<file path="src/mtrl_pkg.sv">
// Package with register indices, field positions, type codes and reset values for the range lookup block.
package mtrl_pkg;

  // Register indices on the model-specific register port.
  localparam logic [4:0] IDX_FIX64K_00000 = 5'h00;
  localparam logic [4:0] IDX_FIX16K_80000 = 5'h01;
  localparam logic [4:0] IDX_FIX16K_A0000 = 5'h02;
  localparam logic [4:0] IDX_FIX4K_C0000  = 5'h03;
  localparam logic [4:0] IDX_FIX4K_LAST   = 5'h0a;
  localparam logic [4:0] IDX_VAR_FIRST    = 5'h0b;
  localparam logic [4:0] IDX_VAR_LAST     = 5'h1a;
  localparam logic [4:0] IDX_DEFAULT_TYPE = 5'h1b;
  localparam int         NUM_FIXED        = 11;
  localparam int         NUM_VAR          = 8;

  // Field positions.
  localparam int TYPE_MSB     = 7;
  localparam int ADDR_MSB     = 51;
  localparam int ADDR_LSB     = 12;
  localparam int VALID_BIT    = 11;
  localparam int FIXED_EN_BIT = 10;
  localparam int GLOBAL_EN_BIT = 11;
  localparam int RD_MEM_BIT   = 4;
  localparam int WR_MEM_BIT   = 3;

  // Fixed-range address decode.
  localparam logic [51:0] ONE_MBYTE     = 52'h0_0000_0010_0000;
  localparam logic [51:0] SPLIT_16K     = 52'h0_0000_0008_0000;
  localparam logic [51:0] SPLIT_4K      = 52'h0_0000_000c_0000;

  // Type codes.
  localparam logic [7:0] UNCACHEABLE_TYPE  = 8'h00;
  localparam logic [7:0] WRITE_COMBINE     = 8'h01;
  localparam logic [7:0] WRITETHROUGH_TYPE = 8'h04;
  localparam logic [7:0] WRITE_PROTECT     = 8'h05;
  localparam logic [7:0] WRITEBACK_TYPE    = 8'h06;

  // Masks of writable bits.
  localparam logic [63:0] BASE_WR_MASK  = 64'h000f_ffff_ffff_f0ff;
  localparam logic [63:0] MASK_WR_MASK  = 64'h000f_ffff_ffff_f800;
  localparam logic [63:0] DEF_WR_MASK   = 64'h0000_0000_0000_0cff;
  localparam logic [63:0] REG_RESET     = 64'h0000_0000_0000_0000;

endpackage

</file>
<file path="src/mtrl_var_match.sv">
// One variable range comparator: hit and type of a base/mask pair.
`timescale 1ns/1ps
`default_nettype none
module mtrl_var_match
(
  // Register contents.
  input  wire logic [63:0] base_word,
  input  wire logic [63:0] mask_word,
  // Address presented.
  input  wire logic [51:0] target_addr,
  // Results.
  output logic             hit,
  output logic [7:0]       range_type
);

  // A pair hits when valid and the masked base equals the masked address.
  always_comb
  begin
    hit        = mask_word[mtrl_pkg::VALID_BIT] &&
                 ((mask_word[51:12] & base_word[51:12]) ==
                  (mask_word[51:12] & target_addr[51:12]));
    range_type = base_word[7:0];
  end

endmodule
`default_nettype wire

</file>
<file path="src/mtrl_lookup.sv">
// Memory-type range lookup with fixed, variable and default type registers.
//
// Functional notes
// - Fixed ranges apply only below 1 Mbyte.
// - Uncovered addresses get the default type.
// - Fixed register holds eight byte-wide slice types.
// - Lowest 512K split into eight 64K slices.
// - 80000-BFFFF split into sixteen 16K slices.
// - C0000-FFFFF split into sixty-four 4K slices.
// - Extended encodings accepted only in fixed fields.
// - Eight variable base/mask pairs exist.
// - Base bits 7:0 hold standard type.
// - Base bits 51:12 hold range base.
// - Mask bit 11 marks the pair valid.
// - Mask bits 51:12 hold range mask.
// - Hit when masked base equals masked address.
// - Registers read and write without read effects.
// - Fewer physical address bits may be implemented.
// - Default type field rejects extended encodings.
// - Bit 10 enables fixed ranges under global.
// - Bit 11 clear forces uncacheable everywhere.
// - Global enable leaves memory-route bits unchanged.
// - All registers are 64-bit model registers.
// - Type codes 00,01,04,05,06; standard bits 7:3 zero.
// - Fixed range beats variable range.
// - Variable overlap: same, else UC, WT+WB gives WT.
`timescale 1ns/1ps
`default_nettype none
module mtrl_lookup
(
  // Clock and reset.
  input  wire logic        sys_clk,
  input  wire logic        reset,
  // Model-specific register port.
  input  wire logic        reg_read,
  input  wire logic        reg_write,
  input  wire logic [4:0]  reg_index,
  input  wire logic [63:0] reg_wdata,
  output logic [63:0]      reg_rdata,
  output logic             reg_ack,
  output logic             reg_error,
  // Address lookup port.
  input  wire logic        lookup_valid,
  input  wire logic [51:0] lookup_addr,
  output logic             result_valid,
  output logic [7:0]       result_type,
  output logic             result_read_to_memory,
  output logic             result_write_to_memory
);

  // Whole state of the block in one packed struct.
  typedef struct packed {
    logic [10:0][63:0] fixed_regs;   // Fixed-range type registers.
    logic [15:0][63:0] var_regs;     // Base/mask pairs, base at even index.
    logic [63:0]       def_reg;      // Default type and enables.
    logic [63:0]       rdata;        // Read data latch.
    logic              ack;          // Access acknowledge.
    logic              err;          // Access to unknown index or bad value.
    logic              rvalid;       // Lookup result valid.
    logic [7:0]        rtype;        // Lookup result type.
    logic              rd_mem;       // Read-to-memory flag of result.
    logic              wr_mem;       // Write-to-memory flag of result.
  } mtrl_state_s;

  mtrl_state_s state_reg;   // Registered state.
  mtrl_state_s state_next;  // Next state.

  // Comparator outputs.
  logic [7:0]       var_hit;
  logic [7:0][7:0]  var_type;

  // One comparator per variable pair.
  genvar gi;
  generate
    for (gi = 0; gi < mtrl_pkg::NUM_VAR; gi++)
    begin : g_var
      mtrl_var_match u_match
      (
        .base_word   (state_reg.var_regs[2*gi]),
        .mask_word   (state_reg.var_regs[2*gi+1]),
        .target_addr (lookup_addr),
        .hit         (var_hit[gi]),
        .range_type  (var_type[gi])
      );
    end
  endgenerate

  // A standard encoding has bits 7:3 clear and a defined low code.
  function automatic logic std_type_ok(input logic [7:0] t);
    logic ok;
    ok = (t == mtrl_pkg::UNCACHEABLE_TYPE) || (t == mtrl_pkg::WRITE_COMBINE) ||
         (t == mtrl_pkg::WRITETHROUGH_TYPE) || (t == mtrl_pkg::WRITE_PROTECT) ||
         (t == mtrl_pkg::WRITEBACK_TYPE);
    return ok;
  endfunction

  // An extended encoding may also carry the two memory-route bits.
  function automatic logic ext_type_ok(input logic [7:0] t);
    logic ok;
    ok = (t[7:5] == 3'h0) && std_type_ok({5'h00, t[2:0]});
    return ok;
  endfunction

  // Fixed register checks all eight slice fields.
  function automatic logic fixed_word_ok(input logic [63:0] w);
    logic ok;
    ok = 1'b1;
    for (int k = 0; k < 8; k++)
    begin
      ok = ok && ext_type_ok(w[8*k +: 8]);
    end
    return ok;
  endfunction

  // Lookup scratch values.
  logic [3:0]  fix_reg_sel;   // Which fixed register covers the address.
  logic [2:0]  fix_slot;      // Which byte of it.
  logic [7:0]  fix_field;     // Selected fixed slice field.
  logic        any_hit;       // Some variable pair hit.
  logic        all_same;      // All hits agree.
  logic        any_uc;        // Some hit is uncacheable.
  logic        only_wt_wb;    // Hits are only writethrough and writeback.
  logic [7:0]  first_type;    // Type of the lowest hitting pair.
  logic [7:0]  var_result;    // Resolved variable type.

  // Fixed slice select from address bits below 1 Mbyte.
  always_comb
  begin
    if (lookup_addr < mtrl_pkg::SPLIT_16K)
    begin
      fix_reg_sel = 4'h0;
      fix_slot    = lookup_addr[18:16];
    end
    else if (lookup_addr < mtrl_pkg::SPLIT_4K)
    begin
      fix_reg_sel = {3'h0, lookup_addr[17]} + 4'h1;
      fix_slot    = lookup_addr[16:14];
    end
    else
    begin
      fix_reg_sel = {1'b0, lookup_addr[17:15]} + 4'h3;
      fix_slot    = lookup_addr[14:12];
    end
    fix_field = state_reg.fixed_regs[fix_reg_sel][{fix_slot, 3'h0} +: 8];
  end

  // Variable overlap resolution.
  always_comb
  begin
    any_hit    = |var_hit;
    first_type = mtrl_pkg::UNCACHEABLE_TYPE;
    for (int k = mtrl_pkg::NUM_VAR - 1; k >= 0; k--)
    begin
      if (var_hit[k])
      begin
        first_type = var_type[k];
      end
    end
    all_same   = 1'b1;
    any_uc     = 1'b0;
    only_wt_wb = 1'b1;
    for (int k = 0; k < mtrl_pkg::NUM_VAR; k++)
    begin
      if (var_hit[k])
      begin
        all_same   = all_same && (var_type[k] == first_type);
        any_uc     = any_uc || (var_type[k] == mtrl_pkg::UNCACHEABLE_TYPE);
        only_wt_wb = only_wt_wb && ((var_type[k] == mtrl_pkg::WRITETHROUGH_TYPE) ||
                                    (var_type[k] == mtrl_pkg::WRITEBACK_TYPE));
      end
    end
    // Identical first, then uncacheable, then writethrough; others undefined, taken as uncacheable.
    if (all_same)
    begin
      var_result = first_type;
    end
    else if (any_uc)
    begin
      var_result = mtrl_pkg::UNCACHEABLE_TYPE;
    end
    else if (only_wt_wb)
    begin
      var_result = mtrl_pkg::WRITETHROUGH_TYPE;
    end
    else
    begin
      var_result = mtrl_pkg::UNCACHEABLE_TYPE;
    end
  end

  // Next-state logic: register access and lookup result.
  always_comb
  begin
    logic global_en;
    logic fixed_en;
    logic in_fixed;
    int   vi;
    global_en  = state_reg.def_reg[mtrl_pkg::GLOBAL_EN_BIT];
    fixed_en   = state_reg.def_reg[mtrl_pkg::FIXED_EN_BIT];
    in_fixed   = lookup_addr < mtrl_pkg::ONE_MBYTE;
    vi         = 32'(reg_index) - 32'(mtrl_pkg::IDX_VAR_FIRST);
    state_next = state_reg;
    state_next.ack = 1'b0;
    state_next.err = 1'b0;

    // Register write: a field with a bad encoding is refused whole.
    if (reg_write)
    begin
      state_next.ack = 1'b1;
      if (reg_index <= mtrl_pkg::IDX_FIX4K_LAST)
      begin
        if (fixed_word_ok(reg_wdata))
        begin
          state_next.fixed_regs[reg_index[3:0]] = reg_wdata;
        end
        else
        begin
          state_next.err = 1'b1;
        end
      end
      else if (reg_index <= mtrl_pkg::IDX_VAR_LAST)
      begin
        if (vi[0])
        begin
          state_next.var_regs[vi[3:0]] = reg_wdata & mtrl_pkg::MASK_WR_MASK;
        end
        else if (std_type_ok(reg_wdata[7:0]))
        begin
          state_next.var_regs[vi[3:0]] = reg_wdata & mtrl_pkg::BASE_WR_MASK;
        end
        else
        begin
          state_next.err = 1'b1;
        end
      end
      else if (reg_index == mtrl_pkg::IDX_DEFAULT_TYPE)
      begin
        if (std_type_ok(reg_wdata[7:0]))
        begin
          state_next.def_reg = reg_wdata & mtrl_pkg::DEF_WR_MASK;
        end
        else
        begin
          state_next.err = 1'b1;
        end
      end
      else
      begin
        state_next.err = 1'b1;
      end
    end
    // Register read has no side effect beyond the returned word.
    else if (reg_read)
    begin
      state_next.ack = 1'b1;
      if (reg_index <= mtrl_pkg::IDX_FIX4K_LAST)
      begin
        state_next.rdata = state_reg.fixed_regs[reg_index[3:0]];
      end
      else if (reg_index <= mtrl_pkg::IDX_VAR_LAST)
      begin
        state_next.rdata = state_reg.var_regs[vi[3:0]];
      end
      else if (reg_index == mtrl_pkg::IDX_DEFAULT_TYPE)
      begin
        state_next.rdata = state_reg.def_reg;
      end
      else
      begin
        state_next.rdata = mtrl_pkg::REG_RESET;
        state_next.err   = 1'b1;
      end
    end

    // Lookup result, one cycle after presentation.
    state_next.rvalid = lookup_valid;
    if (lookup_valid)
    begin
      // Memory-route bits follow the fixed field whatever the global enable.
      state_next.rd_mem = in_fixed && fixed_en && fix_field[mtrl_pkg::RD_MEM_BIT];
      state_next.wr_mem = in_fixed && fixed_en && fix_field[mtrl_pkg::WR_MEM_BIT];
      if (!global_en)
      begin
        state_next.rtype = mtrl_pkg::UNCACHEABLE_TYPE;
      end
      else if (in_fixed && fixed_en)
      begin
        state_next.rtype = {5'h00, fix_field[2:0]};
      end
      else if (any_hit)
      begin
        state_next.rtype = var_result;
      end
      else
      begin
        state_next.rtype = state_reg.def_reg[mtrl_pkg::TYPE_MSB:0];
      end
    end
  end

  // State register.
  always_ff @(posedge sys_clk or posedge reset)
  begin
    if (reset)
    begin
      state_reg <= '0;
    end
    else
    begin
      state_reg <= state_next;
    end
  end

  // Outputs from flip-flops.
  assign reg_rdata              = state_reg.rdata;
  assign reg_ack                = state_reg.ack;
  assign reg_error              = state_reg.err;
  assign result_valid           = state_reg.rvalid;
  assign result_type            = state_reg.rtype;
  assign result_read_to_memory  = state_reg.rd_mem;
  assign result_write_to_memory = state_reg.wr_mem;

endmodule
`default_nettype wire

</file>
<file path="config.mk">
export PLATFORM = sky130hd
export DESIGN_NAME = mtrl_lookup
export DESIGN_NICKNAME = d
export VERILOG_FILES = /design/src/mtrl_pkg.sv /design/src/mtrl_var_match.sv /design/src/mtrl_lookup.sv
export SDC_FILE = /design/constraint.sdc
export NUM_CORES = 2
export LEC_CHECK = 0
export BUFFER_PORTS_ARGS = -buffer_cell sky130_fd_sc_hd__buf_4
export CAP_MARGIN = 25
export CELL_PAD_IN_SITES_DETAIL_PLACEMENT = 1
export CELL_PAD_IN_SITES_GLOBAL_PLACEMENT = 1
export CORE_ASPECT_RATIO = 0.5
export CORE_MARGIN = 3
export CORE_UTILIZATION = 30
export DETAILED_ROUTE_END_ITERATION = 10
export PLACE_DENSITY_LB_ADDON = 0.25
export RECOVER_POWER = 50
export SETUP_SLACK_MARGIN = 0.3
export SLEW_MARGIN = 20
export SYNTH_ARGS = -nofsm -noshare
export SYNTH_HDL_FRONTEND = slang
export SYNTH_SLANG_ARGS = --single-unit
</file>
<file path="constraint.sdc">
create_clock -name sys_clk -period 59.7 [get_ports sys_clk]
set_input_delay 11.94 -clock sys_clk [delete_from_list [all_inputs] [get_ports sys_clk]]
set_output_delay 11.94 -clock sys_clk [all_outputs]
set_load 0.005 [all_outputs]
</file>
==> key figures <==
Timing
  – Clock skew: a little over 60 ps
  – Min cycle time layout: around 24000 ps
  – Worst Max-Slew Pin Slew: about 7500 ps
  – Final Hold Viols: 0
  – RSZ-0062 raised after global routing: false
  – Final Cycle Share: slightly above 40%
  – F_max: ~0.041 GHz
  – Setup ws final: between 30000 and 40000 ps
  – Final Max Tran Viols: ~2100
  – Max-slew headroom: -401%
  – Setup TNS: 0 ps
  – Final setup viols: 0

Yosys
  – Largest area contributor in the netlist: dfrtp_1
  – Syn Nets: ~7400
  – Count leader, synth: dfrtp_1
  – Sequential fraction of the synthesis area: approximately half
  – Syn. warnings: 0
  – Synth top area share: approximately half
  – Top post-synthesis cells by count: 1815 x dfrtp_1, 1084 x mux2_2, 731 x nand2_1, 458 x mux4_2, 447 x clkbuf_1
  – Synth Cell Area: approximately 0.09 mm^2
  – Dominant synthesized flop cell: dfrtp_1
  – Synth top area cells: dfrtp_1 50%, mux2_2 13%, mux4_2 11%
  – Syn avg cell area: roughly 13 um^2
  – Post-synthesis cell count: around 7300
  – Post-synth EDFFs: 0
  – Synth unique cells: a little under 90
  – Post-synthesis register bit count: 1815
  – Share of flip-flops with an asynchronous set or reset: 100%

Placed design
  – Placer Congestion: between 0.9 and 1
  – Post-Place Setup Slack: a little over 40000 ps
  – Dpl hpwl: approximately 250000 um
  – Port Buffer Count: 190
  – Dpl cells: about 11000

Clocking
  – # resized after CTS: 0
  – Post-CTS setup buffers: 0
  – Cts hold-fix bufs: 0
  – Max clock buf depth: 4
  – Register clock-pin slew on the reported worst setup and hold paths: around 60 ps
  – Clk Latency, worst-skew pair: around 880 ps
  – Root Buffer: clkbuf_16
  – CTS tree: yes
  – Num CTS Buffers: around 200
  – Clk sink count: between 1500 and 2000
  – H-tree Lvls: 4

Setup path
  – Crit-path leading delay family: buffers and inverters
  – Buf/Inv on CP: 6
  – Crit Path Max Fanout: around 120
  – CP max stage delay: just over 5000 ps
  – Setup crit start kind: input port
  – Worst Path Arrival: ~25000 ps
  – Crit Path Class: in2async
  – Crit end category: async pin
  – Critical path cell sequence: clkbuf_4, clkinvlp_2, clkbuf_1, clkbuf_1, clkbuf_1, buf_4
  – Critical Path Most Common Cell: clkbuf_1
  – Slowest stage cell, crit path: clkbuf_1
  – CP required: 60550 ps

Die
  – Core ar.: between 0.3 and 0.4 mm^2
  – Die area: between 0.3 and 0.4 mm^2
  – Chip Height: between 300 and 400 um
  – Num rows: between 100 and 150
  – Initial core utilization: 30.3%
  – Die width: 786 um
  – IO Pins: just over 200

Global route
  – Total gr overflow: 0
  – Via count of the first global-routing pass: between 60000 and 70000
  – Largest net degree at the start of global routing: approximately 120
  – First-pass GRT wire length: around 530000 um
  – Initial antenna violation count: 35
  – Gr usage total: 23.6%

Power and ir drop
  – Power, Total: ~0.0033 W
  – P_leak: around 46 nW
  – Cell Pwr Density: ~32 mW/mm^2
  – Worst vdd ir: slightly below 0.02 mV

Route
  – 1st-iter DRT viols: ~6300
  – Vias/cell: between 5 and 6
  – First-pass DRT Iterations: 7
  – DRC Markers: 0
  – DRT antenna net count: 0
  – Post-DR wirelength/cell: ~33 um
  – Final wirelength: 373000 um
  – Via Count: about 64000

Cells and area
  – Final core utilization: between 30% and 40%
  – Layout Cells excl Fill: approximately 11000
  – Layout area overhead: 12.2%
  – Layout net count: 7291
  – Share of cells above drive strength 1: 29.7%

Job
  – Max-cap viol count: 47

Run status
  – Failing checks: capacitance limit, slew limit
  – Outcome: finished with violations

Min path
  – Hold Crit Class: reg2reg
cell type report:
type | count | area [um^2]
inverter | 34 | 129
clock buffer | 290 | 5830
clock inverter | 48 | 507
fill | 32000 | 199000
sequential | 1815 | 45400
multi-input combinational | 4766 | 43000
antenna | 16 | 40.0
timing repair buffer | 344 | 2440
tap | 4032 | 5040
layer usage:
layer	wire length (um)	track usage, %	up-vias	part of all wire (%)
li1	-	-	26200	-
met1	170000	34.0	35300	45
met2	163000	35.3	1995	44
met3	26700	5.15	510	7.2
met4	13900	7.58	4	3.7
met5	27	0	-	0.0072
per-stage QoR:
step / instance area (um^2) / hold slack (ps)
after floorplan: 91300 / 445
after global routing: 102000 / 495
final: 102000 / 476
after detailed placement: 96300 / 465
after CTS: 103000 / 479
after global placement: 96300 / 456
path summary, 6_finish.rpt:
path,slack (ps),depth (start not counted),endpoint,startpoint
max,35240,6,async pin,reset
min,480,2,state_reg[590],state_reg[590]
max reg2reg,52710,13,result_type[2],flop
min reg2reg,480,2,state_reg[590],state_reg[590]
max in group sys_clk,38780,12,flop,reg_index[0]
min in group asynchronous,11470,2,state_reg[1356],reset
where the power goes:
part / switching, W / internal (W)
Clock: 0.000533 / 0.000711
Sequential: 0.000128 / 0.00133
Combinational: 0.000379 / 0.000226
Total: 0.00104 / 0.00227
logic make-up (layout without fill, tap and decap cells):
kind of cell / after synthesis / in the layout / synth area share (%)
other cells: 0 / 16 / 0
mux: 1673 / 1673 / 26.1
buf+inv: 714 / 716 / 3.35
xor+xnor: 371 / 371 / 3.57
compound gates: 852 / 852 / 6.60
flops: 1815 / 1815 / 49.8
fa+ha+maj: 7 / 7 / 0.0960
simple gates: 1863 / 1863 / 10.5
tightest hold or removal path: stages, from the launching register on:
cell,delay (ps)
dfrtp_1,340
nand2_1,40
o21ai_0,60
cell usage in the layout, fill, tap and decap left out, types with 9 or more instances in the layout:
| master | instances |
|---|---|
| and2_1 | 252 |
| xor2_1 | 324 |
| or4_1 | 11 |
| a311oi_1 | 75 |
| xnor2_1 | 44 |
| o21ai_0 | 265 |
| clkbuf_4 | 54 |
| diode_2 | 16 |
| nor4_1 | 31 |
| mux2_2 | 1084 |
| clkbuf_16 | 200 |
| a31oi_1 | 22 |
| nor2_1 | 42 |
| a222oi_1 | 12 |
| clkinv_2 | 29 |
| clkbuf_8 | 49 |
| nand2b_1 | 11 |
| and4_1 | 16 |
| nand3_1 | 207 |
| and2_0 | 77 |
| a22oi_1 | 260 |
| and3_1 | 46 |
| nand2_1 | 731 |
| inv_1 | 33 |
| a221oi_1 | 17 |
| a22o_1 | 26 |
| bufinv_16 | 9 |
| a21oi_1 | 30 |
| nand4_1 | 95 |
| dfrtp_1 | 1815 |
| a21o_1 | 9 |
| mux4_2 | 458 |
| clkbuf_1 | 114 |
| nor3_1 | 26 |
| mux2i_1 | 131 |
| buf_4 | 201 |
| nor2b_1 | 270 |
| a211oi_1 | 23 |
Note: power is estimated with default switching activity, not from simulation.
